### config.mk
export PLATFORM = sky130hd
export DESIGN_NAME = tfe_exc_unit
export DESIGN_NICKNAME = d
export VERILOG_FILES = /design/src/design/tfe_pkg.sv /design/src/design/tfe_exc_unit.sv
export SDC_FILE = /design/constraint.sdc
export NUM_CORES = 1
export LEC_CHECK = 0
export ABC_AREA = 1
export BUFFER_PORTS_ARGS = -buffer_cell sky130_fd_sc_hd__buf_2
export CAP_MARGIN = 20
export CORE_ASPECT_RATIO = 0.6
export CORE_MARGIN = 4
export CORE_UTILIZATION = 35
export CTS_BUF_LIST = sky130_fd_sc_hd__clkbuf_4 sky130_fd_sc_hd__clkbuf_8
export DETAILED_ROUTE_END_ITERATION = 6
export HOLD_SLACK_MARGIN = 0.03
export PLACE_DENSITY = 0.68
export SLEW_MARGIN = 20
export SYNTH_ARGS = -nofsm -noshare
export SYNTH_HDL_FRONTEND = slang
export SYNTH_SLANG_ARGS = --single-unit
export TNS_END_PERCENT = 5
### constraint.sdc
create_clock -name ref_clk_i -period 20.3 [get_ports ref_clk_i]
set_input_delay 1.015 -clock ref_clk_i [delete_from_list [all_inputs] [get_ports ref_clk_i]]
set_output_delay 1.015 -clock ref_clk_i [all_outputs]
set_load 0.02 [all_outputs]
### src/design/tfe_pkg.sv
/*
  Constants, types and register map for the trace and format-error exception unit.
  Assumes a core that reports instruction start/finish and frame checks on the same clock.
*/
package tfe_pkg;

  localparam int          SR_S_BIT        = 13;
  localparam int          SR_T0_BIT       = 14;
  localparam int          SR_T1_BIT       = 15;
  localparam logic [1:0]  TMODE_OFF       = 2'h0;
  localparam logic [1:0]  TMODE_FLOW      = 2'h1;
  localparam logic [1:0]  TMODE_ALL       = 2'h2;
  localparam logic [1:0]  TMODE_RSVD      = 2'h3;
  localparam logic [7:0]  VEC_TRACE       = 8'h09;
  localparam logic [7:0]  VEC_FMT_ERR     = 8'h0e;
  localparam logic [3:0]  FRAME_NORMAL    = 4'h0;
  localparam logic [3:0]  FRAME_SHORT_BF  = 4'ha;
  localparam logic [3:0]  FRAME_LONG_BF   = 4'hb;
  localparam logic [15:0] FRAME_VALID_MAP = 16'h0e07;
  localparam logic [31:0] VERSION_OFS     = 32'h0000_0036;
  localparam logic [2:0]  DESC_OPT_OK     = 3'h0;
  localparam logic [4:0]  DESC_TYPE_OK    = 5'h00;
  localparam logic [3:0]  REG_VBR         = 4'h0;
  localparam logic [3:0]  REG_STAT        = 4'h4;
  localparam logic [3:0]  REG_MASK        = 4'h8;
  localparam logic [3:0]  REG_STATE       = 4'hc;
  localparam logic [31:0] VBR_RST         = 32'h0000_0000;
  localparam int          IRQ_TRACE       = 0;
  localparam int          IRQ_FMT         = 1;
  localparam int          IRQ_CPFMT       = 2;
  localparam int          IRQ_W           = 3;

  typedef enum logic [1:0] {CLS_SEQ, CLS_FLOW, CLS_STOP, CLS_ILLEGAL} tfe_cls_t;
  typedef enum logic [2:0] {TR_IDLE, TR_ARMED, TR_DEFER, TR_FORCED, TR_READY} tfe_tr_state_t;

  typedef struct packed {
    logic [7:0]  vector;
    logic [3:0]  frame_fmt;
    logic [31:0] pc;
    logic [15:0] saved_sr;
    logic [15:0] new_sr;
  } tfe_entry_t;

endpackage

### src/design/tfe_exc_unit.sv
/*
  Trace and format-error exception unit: arms traces, orders them against faults,
  forced exceptions and interrupts, runs frame checks and presents exception entries.
  Assumes core handshakes are synchronous to ref_clk_i; only the coprocessor error and the reset release are synchronised.
*/
// The Avalon-MM slave port and the placing of the registers were left to the implementer.
`timescale 1ns/1ns
module tfe_exc_unit
  import tfe_pkg::*;
#(
  parameter logic [3:0] CPU_VERSION = 4'h1  // arbitrary value
)
(
  input  wire logic        ref_clk_i,
  input  wire logic        rstn_i,
  input  wire logic [3:0]  avs_address_i,
  input  wire logic        avs_read_i,
  input  wire logic        avs_write_i,
  input  wire logic [31:0] avs_writedata_i,
  output logic      [31:0] avs_readdata_o,
  output logic             avs_waitrequest_o,
  output logic             irq_o,
  input  wire logic        instr_start_i,
  input  wire tfe_cls_t    instr_class_i,
  input  wire logic [15:0] status_word_i,
  input  wire logic        instr_done_i,
  input  wire logic [15:0] done_status_i,
  input  wire logic [31:0] next_pc_i,
  input  wire logic        instr_fault_i,
  input  wire logic        forced_exc_i,
  input  wire logic        forced_ret_i,
  output logic             stop_inhibit_o,
  output logic             irq_hold_o,
  input  wire logic        rte_check_i,
  input  wire logic [3:0]  rte_frame_fmt_i,
  input  wire logic [3:0]  rte_frame_ver_i,
  input  wire logic [31:0] stack_ptr_i,
  output logic      [31:0] ver_addr_o,
  input  wire logic        mod_check_i,
  input  wire logic [2:0]  mod_opt_i,
  input  wire logic [4:0]  mod_type_i,
  input  wire logic        mmu_rights_err_i,
  input  wire logic [31:0] chk_pc_i,
  input  wire logic [15:0] chk_status_i,
  input  wire logic        cp_restore_i,
  input  wire logic [15:0] cp_format_word_i,
  output logic      [15:0] cp_format_o,
  output logic             cp_format_valid_o,
  input  wire logic        cp_format_err_i,
  output logic             exc_valid_o,
  output tfe_entry_t       exc_o,
  output logic      [31:0] exc_vec_addr_o,
  input  wire logic        exc_ack_i
);

  logic              rst_s1;
  logic              rst_n;
  tfe_tr_state_t     tr_state;
  tfe_tr_state_t     next_tr_state;
  logic [1:0]        start_mode;
  logic              arm_now;
  logic [31:0]       tr_pc;
  logic [15:0]       tr_sr;
  logic              cp_err_s1;
  logic              cp_err_s2;
  logic              cp_err_s3;
  logic              cp_err_rise;
  logic [31:0]       cp_pc;
  logic [15:0]       cp_sr;
  logic              rte_bad;
  logic              mod_bad;
  logic              fmt_pend;
  logic [31:0]       fmt_pc;
  logic [15:0]       fmt_sr;
  logic              issue_trace;
  logic              issue_fmt;
  logic [31:0]       vbr;
  logic [IRQ_W-1:0]  irq_stat;
  logic [IRQ_W-1:0]  irq_mask;
  logic [IRQ_W-1:0]  irq_set;
  logic [7:0]        last_vec;
  logic              bus_wr;

  function automatic logic [15:0] entry_sr(input logic [15:0] sr);
    logic [15:0] v;
    v            = sr;
    v[SR_S_BIT]  = 1'b1;
    v[SR_T0_BIT] = 1'b0;
    v[SR_T1_BIT] = 1'b0;
    return v;
  endfunction

  // reset release through two flops
  always_ff @(posedge ref_clk_i or negedge rstn_i)
  begin
    if (!rstn_i)
    begin
      rst_s1 <= 1'b0;
      rst_n  <= 1'b0;
    end
    else
    begin
      rst_s1 <= 1'b1;
      rst_n  <= rst_s1;
    end
  end

  // trace bits read at instruction start; reserved pair treated as off
  assign start_mode = {status_word_i[SR_T1_BIT], status_word_i[SR_T0_BIT]};
  always_comb
  begin
    case (start_mode)
      TMODE_ALL:  arm_now = (instr_class_i != CLS_ILLEGAL);
      TMODE_FLOW: arm_now = (instr_class_i == CLS_FLOW) || (instr_class_i == CLS_STOP);
      default:    arm_now = 1'b0;
    endcase
  end

  always_comb
  begin
    next_tr_state = tr_state;
    case (tr_state)
      TR_IDLE:
      begin
        if (instr_start_i && arm_now)
          next_tr_state = TR_ARMED;
      end
      TR_ARMED, TR_DEFER:
      begin
        if (instr_fault_i)
          next_tr_state = TR_DEFER;
        else if (instr_done_i && forced_exc_i)
          next_tr_state = TR_FORCED;
        else if (instr_done_i)
          next_tr_state = TR_READY;
      end
      TR_FORCED:
      begin
        if (forced_ret_i)
          next_tr_state = TR_READY;
      end
      TR_READY:
      begin
        if (issue_trace)
          next_tr_state = TR_IDLE;
      end
      default: next_tr_state = TR_IDLE;
    endcase
  end

  always_ff @(posedge ref_clk_i or negedge rst_n)
  begin
    if (!rst_n)
      tr_state <= TR_IDLE;
    else
      tr_state <= next_tr_state;
  end

  // the resumed instruction keeps its original trace decision, so no resampling in defer
  always_ff @(posedge ref_clk_i or negedge rst_n)
  begin
    if (!rst_n)
    begin
      tr_pc <= 32'h0;
      tr_sr <= 16'h0;
    end
    else if ((tr_state == TR_ARMED || tr_state == TR_DEFER) && instr_done_i && !instr_fault_i)
    begin
      tr_pc <= next_pc_i;
      tr_sr <= done_status_i;
    end
  end

  // halt in trace-all mode loads status and traces instead of stopping
  always_ff @(posedge ref_clk_i or negedge rst_n)
  begin
    if (!rst_n)
      stop_inhibit_o <= 1'b0;
    else if (instr_start_i && tr_state == TR_IDLE)
      stop_inhibit_o <= (instr_class_i == CLS_STOP) && (start_mode == TMODE_ALL);
  end

  // core holds interrupt entry off while a finished trace waits
  always_ff @(posedge ref_clk_i or negedge rst_n)
  begin
    if (!rst_n)
      irq_hold_o <= 1'b0;
    else
      irq_hold_o <= (next_tr_state == TR_READY);
  end

  assign rte_bad = rte_check_i && (!FRAME_VALID_MAP[rte_frame_fmt_i]
                   || (rte_frame_fmt_i == FRAME_LONG_BF && rte_frame_ver_i != CPU_VERSION));
  assign mod_bad = mod_check_i && (mod_opt_i != DESC_OPT_OK || mod_type_i != DESC_TYPE_OK
                   || mmu_rights_err_i);

  always_ff @(posedge ref_clk_i or negedge rst_n)
  begin
    if (!rst_n)
      ver_addr_o <= 32'h0;
    else
      ver_addr_o <= stack_ptr_i + VERSION_OFS;
  end

  // coprocessor answer is outside logic: synchronise before use
  always_ff @(posedge ref_clk_i or negedge rst_n)
  begin
    if (!rst_n)
    begin
      cp_err_s1 <= 1'b0;
      cp_err_s2 <= 1'b0;
      cp_err_s3 <= 1'b0;
    end
    else
    begin
      cp_err_s1 <= cp_format_err_i;
      cp_err_s2 <= cp_err_s1;
      cp_err_s3 <= cp_err_s2;
    end
  end
  assign cp_err_rise = cp_err_s2 && !cp_err_s3;

  always_ff @(posedge ref_clk_i or negedge rst_n)
  begin
    if (!rst_n)
    begin
      cp_format_o       <= 16'h0;
      cp_format_valid_o <= 1'b0;
      cp_pc             <= 32'h0;
      cp_sr             <= 16'h0;
    end
    else
    begin
      cp_format_valid_o <= cp_restore_i;
      if (cp_restore_i)
      begin
        cp_format_o <= cp_format_word_i;
        cp_pc       <= chk_pc_i;
        cp_sr       <= chk_status_i;
      end
    end
  end

  // one exception slot; a waiting trace beats a format error
  assign issue_trace = !exc_valid_o && tr_state == TR_READY;
  assign issue_fmt   = !exc_valid_o && tr_state != TR_READY && fmt_pend;

  always_ff @(posedge ref_clk_i or negedge rst_n)
  begin
    if (!rst_n)
    begin
      fmt_pend <= 1'b0;
      fmt_pc   <= 32'h0;
      fmt_sr   <= 16'h0;
    end
    else if (rte_bad || mod_bad)
    begin
      fmt_pend <= 1'b1;
      fmt_pc   <= chk_pc_i;
      fmt_sr   <= chk_status_i;
    end
    else if (cp_err_rise)
    begin
      fmt_pend <= 1'b1;
      fmt_pc   <= cp_pc;
      fmt_sr   <= cp_sr;
    end
    else if (issue_fmt)
      fmt_pend <= 1'b0;
  end

  always_ff @(posedge ref_clk_i or negedge rst_n)
  begin
    if (!rst_n)
    begin
      exc_valid_o    <= 1'b0;
      exc_o          <= '0;
      exc_vec_addr_o <= 32'h0;
    end
    else if (issue_trace)
    begin
      exc_valid_o        <= 1'b1;
      exc_o.vector       <= VEC_TRACE;
      exc_o.frame_fmt    <= FRAME_NORMAL;
      exc_o.pc           <= tr_pc;
      exc_o.saved_sr     <= tr_sr;
      exc_o.new_sr       <= entry_sr(tr_sr);
      exc_vec_addr_o     <= vbr + {22'h0, VEC_TRACE, 2'h0};
    end
    else if (issue_fmt)
    begin
      exc_valid_o        <= 1'b1;
      exc_o.vector       <= VEC_FMT_ERR;
      exc_o.frame_fmt    <= FRAME_SHORT_BF;
      exc_o.pc           <= fmt_pc;
      exc_o.saved_sr     <= fmt_sr;
      exc_o.new_sr       <= entry_sr(fmt_sr);
      exc_vec_addr_o     <= vbr + {22'h0, VEC_FMT_ERR, 2'h0};
    end
    else if (exc_ack_i)
      exc_valid_o <= 1'b0;
  end

  // bus slave: every access answers one cycle after it is seen
  assign bus_wr = avs_write_i && !avs_waitrequest_o;

  always_ff @(posedge ref_clk_i or negedge rst_n)
  begin
    if (!rst_n)
    begin
      avs_waitrequest_o <= 1'b1;
      avs_readdata_o    <= 32'h0;
    end
    else if (!avs_waitrequest_o)
      avs_waitrequest_o <= 1'b1;
    else if (avs_read_i || avs_write_i)
    begin
      avs_waitrequest_o <= 1'b0;
      case (avs_address_i)
        REG_VBR:   avs_readdata_o <= vbr;
        REG_STAT:  avs_readdata_o <= {29'h0, irq_stat};
        REG_MASK:  avs_readdata_o <= {29'h0, irq_mask};
        REG_STATE: avs_readdata_o <= {16'h0, last_vec, 3'h0, fmt_pend, stop_inhibit_o, irq_hold_o,
                                      exc_valid_o, tr_state != TR_IDLE};
        default:   avs_readdata_o <= 32'h0;
      endcase
    end
  end

  always_ff @(posedge ref_clk_i or negedge rst_n)
  begin
    if (!rst_n)
    begin
      vbr      <= VBR_RST;
      irq_mask <= '0;
    end
    else if (bus_wr && avs_address_i == REG_VBR)
      vbr <= avs_writedata_i;
    else if (bus_wr && avs_address_i == REG_MASK)
      irq_mask <= avs_writedata_i[IRQ_W-1:0];
  end

  assign irq_set = {cp_err_rise, issue_fmt, issue_trace};

  // write-one clears; a new event in the same cycle keeps its bit
  always_ff @(posedge ref_clk_i or negedge rst_n)
  begin
    if (!rst_n)
      irq_stat <= '0;
    else if (bus_wr && avs_address_i == REG_STAT)
      irq_stat <= (irq_stat & ~avs_writedata_i[IRQ_W-1:0]) | irq_set;
    else
      irq_stat <= irq_stat | irq_set;
  end

  always_ff @(posedge ref_clk_i or negedge rst_n)
  begin
    if (!rst_n)
    begin
      irq_o    <= 1'b0;
      last_vec <= 8'h0;
    end
    else
    begin
      irq_o <= |((irq_stat | irq_set) & irq_mask);
      if (issue_trace || issue_fmt)
        last_vec <= issue_trace ? VEC_TRACE : VEC_FMT_ERR;
    end
  end
endmodule

### Word level (Yosys, flattened, before mapping)

Memories as Yosys holds them, arrays and structs flattened.
Index checks and enable logic that the tools add are counted.

* register bits after elaboration: 393
* bits in read-only memories: 16
* input port bits: 229
* output and inout bits: 194
* word-level logic and storage cells: 130
* memories: 1

* $add $sub $neg: 3
* $lt $le $gt $ge: 1
* eq/ne operators: 16
* mux-type cells: 28
* bitwise gates (word level): 6
* reductions and logical operators: 43

Memories
* (name not given): words 16, bits a word 1, read ports 1, clocked after Yosys merged registers in 0, write ports 0, RTL line tfe_exc_unit.sv:192 `assign rte_bad = rte_check_i && (!FRAME_VALID_MAP[rte_frame_fmt_i]`

Operators by type and width (count)
* $mux W76: 2
* $mux W32: 4
* $pmux W32 S4: 1
* $add A32 B6 Y32 const B: 3
* $mux W16: 2
* $mux W3: 8
* $logic_and A1 B1 Y1: 17
* $eq A4 B4 Y1 const B: 3
* $pmux W3 S4: 1
* $reduce_bool A3 Y1: 4
* $mux W1: 9
* $logic_or A1 B1 Y1: 8
* $and A3 B3 Y3: 2
* $eq A3 B2 Y1 const B: 2
* $eq A3 B3 Y1 const B: 2
* $or A3 B3 Y3: 2
* $logic_not A1 Y1: 5
* $lt A4 B5 Y1 const B: 1
* $reduce_bool A5 Y1: 1
* $eq A2 B1 Y1 const B: 2
* $eq A2 B2 Y1 const B: 2
* $eq A4 B3 Y1 const B: 1
* $logic_not A4 Y1: 1
* $ne A4 B1 Y1 const B: 1
* 11 further kinds: 13

### Depth between registers and ports, before layout

* depth after elaboration: 7
* mapped depth: 12
* mapped depth without buffers: 12

### Worst setup path before layout

OpenSTA, ideal clock, no wires.

* kind: input to register
* start point: input port stack_ptr_i[1]
* end point: register ver_addr_o[29]
* setup time: 0.123 ns
* arrival: 2.145 ns
* required time: 20.177 ns
* setup slack: 18.032 ns
* stages: 11
* buffers on the path: 0
* cells stage by stage: inv_1 > ha_1 > inv_1 > nand2_1 > nand2_1 > nand2_1 > inv_1 > nand2_1 > nor3_4 > nand2_1 > xnor2_1

* longest elaborated chain between the ends: 1

Ends and longest elaborated chain
* from (decl): RTL line tfe_exc_unit.sv:37 `input wire logic [31:0] stack_ptr_i,`
* $add A32 B6 Y32: RTL line tfe_exc_unit.sv:202 `ver_addr_o <= stack_ptr_i + VERSION_OFS;`
* to (signal assigned): RTL line tfe_exc_unit.sv:202
* to (decl): RTL line tfe_exc_unit.sv:38 `output logic [31:0] ver_addr_o,`

No other way between the ends.
A chain may end at the register's enable or synchronous reset.

### Worst setup path after layout

* start point: register tr_state[1]
* end point: register exc_vec_addr_o[12]

* longest elaborated chain between the ends: 4
* elaborated cells between the ends (all ways): 7
* classes of those cells: 2 x eq/ne; 1 x mux; 4 x reduce/logical

Ends and longest elaborated chain
* from (decl): RTL line tfe_exc_unit.sv:58 `tfe_tr_state_t tr_state;`
* from (signal assigned): RTL line tfe_exc_unit.sv:156 `tr_state <= next_tr_state;`
* $ne A3 B3 Y1: RTL line tfe_exc_unit.sv:246 `assign issue_fmt = !exc_valid_o && tr_state != TR_READY && fmt_pend;`
* $logic_and A1 B1 Y1 (2 in series): RTL line tfe_exc_unit.sv:246
* $reduce_bool A2 Y1 (no line)
* to (signal assigned): RTL line tfe_exc_unit.sv:288 `exc_vec_addr_o <= vbr + {22'h0, VEC_TRACE, 2'h0};`
* to (signal assigned): RTL line tfe_exc_unit.sv:298 `exc_vec_addr_o <= vbr + {22'h0, VEC_FMT_ERR, 2'h0};`
* to (decl): RTL line tfe_exc_unit.sv:52 `output logic [31:0] exc_vec_addr_o,`

Parallel ways exist; a longest one is shown, timed or not.

==> results.cfg <==
[synth]
synthesis.area_sq_um = 16220
synth-edff-count = 0
seq_area_frac_synth_pct = 55.55
ys_warn_count = 0
ys_ff_latch = 360
synth_top_cell_area_share_pct = 55.38
synthFlopType = dfrtp_1
netlist_instances = 1690
async_reset_ff_share_pct = 100.0
yosys.cell_types.count = 47
synth_most_common_cell = nand2_1
synth_area_leaders = dfrtp_1, nand2_1, mux2_2
syn_avg_cell_area_sq_um = 9.598
synth_top_cell_by_area = dfrtp_1
synth_commonest_cells = nand2_1, dfrtp_1, nand3_1

[sta]
drv_slew = 0
slew-limit-headroom_pct = 28.54
tightest_slew_ps = 1070
finalSetupTns_ps = 0
finClkSkew_ps = 17.20
fmax_ghz = 0.3947
hold_ws_ps = 181.8
rsz0062_at_grt = false
hold_viol = 0
period_needed_ps = 2533
setup_viol = 0
post-route-period-util_pct = 12.48

[routing]
ant_nets = 0
drt-initial-drc-count = 907
drc_errors = 0
vias = 13710
wl_mm = 50.39
via_per_inst = 5.040
drt_first_pass_iters = 5
wl_per_cell_microns = 18.52

[clocking]
root_buffer = clkbuf_8
clk_pin_slew_worst_paths_ps = 70
ctsHtreeMaxLevel = 2
cts_hold_buf = 0
tritoncts = built
clock-sinks = 360
cts_made_buffers = 56
post_cts_resized = 0
cts_max_path_buffers = 3
clk_latency_ps = 610
post_cts_buffers = 0

[place]
port_buffers = 400
dp_hpwl_mm = 35.63
gp_congestion = 0.9005
placed_cells = 2616

[floorplanning]
rows = 60
dieHeight_microns = 174.8
die_width_microns = 285.9
die_area_sq_um = 49970
design.core.area_sq_um = 45270
ios = 423
initial_core_util_pct = 35.83

[setup_path]
rrSetupSlack_ps = 17770
cp_data_required_time_ps = 20780
path_max_fanout = 72
startpoint_type = flip-flop
crit_path_end_kind = flip-flop
critical_path_class = flip-flop to flip-flop
cp.arrival_ps = 3020

[finish]
syn_to_final_growth_pct = 22.14
fillers = 4363
nets = 2291
post_layout_nonfiller_instances = 2721
drive_gt1_share_pct = 31.28
fin_util_pct = 43.76

[power]
power_frac_seq_pct = 41.2
p_int_uw = 1546
finalPower_uw = 2477
power.density_nw_per_um2 = 125.0
peakVddDrop_v = 0.00006810
power_frac_clock_pct = 27.4
sw_frac_of_total_pct = 37.58
combPwrFrac_pct = 31.4
switchingPower_uw = 930.8
leakagePower_uw = 0.009974

[global_route]
grt_pass1_wl_mm = 78.92
grt_max_degree = 166
antenna_found_initial = 9
grt_overflow = 0
grt_pass1_vias = 13550
grt_use_total_pct = 19.76

[min_path]
hp-class = primary input to async pin

[run_status]
status = finished clean

[job]
maxCapViolCount = 0
-- per-stage QoR --
stage | instance area [sq um] | worst slack, ps
2_1_floorplan | 16250 | 9525
3_3_place_gp | 18540 | 17030
3_5_place_dp | 18540 | 17010
4_1_cts | 19780 | 17420
5_1_grt | 19810 | 17460
6_report | 19810 | 17770
-- worst paths after layout --
check / to / start / depth (start not counted)
hold reg to reg: cp_err_s2 / cp_err_s1 / 0
setup / recovery: exc_vec_addr_o[12] / tr_state[1] / 9
max in group asynchronous: fmt_pc[27] / rst_n / 2
hold / removal: rst_s1 / rstn_i / 1
setup reg to reg: exc_vec_addr_o[12] / tr_state[1] / 9
min in group ref_clk_i: cp_err_s2 / cp_err_s1 / 0
-- layout make-up --
cell class	count	area [sq um]	area share [%]
Antenna cell	7	17.52	0.08842
Clock buffer	87	1097	5.539
Inverter	91	341.6	1.724
Sequential cell	360	9014	45.50
Timing Repair Buffer	411	2103	10.62
Multi-Input combinational cell	1134	6320	31.90
Clock inverter	11	142.6	0.7200
Tap cell	620	775.7	3.916
-- cells in the final DEF (no fill, tap or decap), types with 5 or more instances in the layout --
cell type  instances
clkbuf_4          16
o21ai_0           20
mux2_2            99
xor2_1            13
a31oi_1            9
buf_2            399
o22ai_1            7
mux2_4            20
nand3_1          162
o31ai_1           14
a21oi_1           27
nand2_1          475
clkinv_2           5
nand2_4            5
xnor2_1           12
buf_4             10
dfrtp_1          358
nand4_1          113
conb_1             9
diode_2            7
ha_1               8
nor2_1            85
clkbuf_8          71
inv_2              5
inv_1             85
nor3_1            16
-- metal layers --
| metal | track usage, % | routed length (microns) | vias up |
|---|---|---|---|
| met3 | 4.720 | 3761 | 79 |
| met2 | 30.04 | 22800 | 434 |
| met5 | 0 | 0 | - |
| met4 | 5.809 | 1237 | 0 |
| met1 | 28.20 | 22590 | 6817 |
| li1 | - | - | 6384 |
-- kinds of logic (layout without fill, tap and decap cells) --
| kind of cell | after synthesis | after routing | synth area share [%] |
|---|---|---|---|
| muxes | 121 | 121 | 8.863 |
| adders and majority gates | 8 | 8 | 0.6171 |
| DFF | 360 | 360 | 55.55 |
| xor gates and xnor gates | 25 | 25 | 1.350 |
| other | 2 | 16 | 0.04630 |
| buffers and inverters | 203 | 600 | 5.986 |
| AOI/OAI and AO/OA | 91 | 91 | 3.332 |
| and+or+nand+nor | 880 | 880 | 24.26 |
-- state kept, by name, summed over array words and instances, names as in the netlist, 2 cells and up --
name and count:
avs_readdata_o 32, cp_format_o 16, cp_pc 32, cp_sr 16, exc_o 49, exc_vec_addr_o 32
fmt_pc 32, fmt_sr 16, irq_mask 3, irq_stat 3, last_vec 2, tr_pc 32
tr_sr 16, tr_state 3, vbr 32, ver_addr_o 32
-- critical path: stages (launching register included) --
cell	delay (ps)
dfrtp_1	420
nor2_4	220
nand2_2	130
nand3_2	230
nand2_1	120
inv_2	120
buf_4	660
o21ai_0	210
nand2_1	200
nand2_1	70
-- power by group through the flow --
stage / Combinational (uW) / Sequential [uW] / Clock [uW]
after global routing: 857 / 1040 / 739
after detailed placement: 788 / 1030 / 0
after floorplan: 429 / 1120 / 0
after CTS: 789 / 1020 / 700
final: 778 / 1020 / 678
after global placement: 774 / 1020 / 0
(Power assumes the default switching activity.)
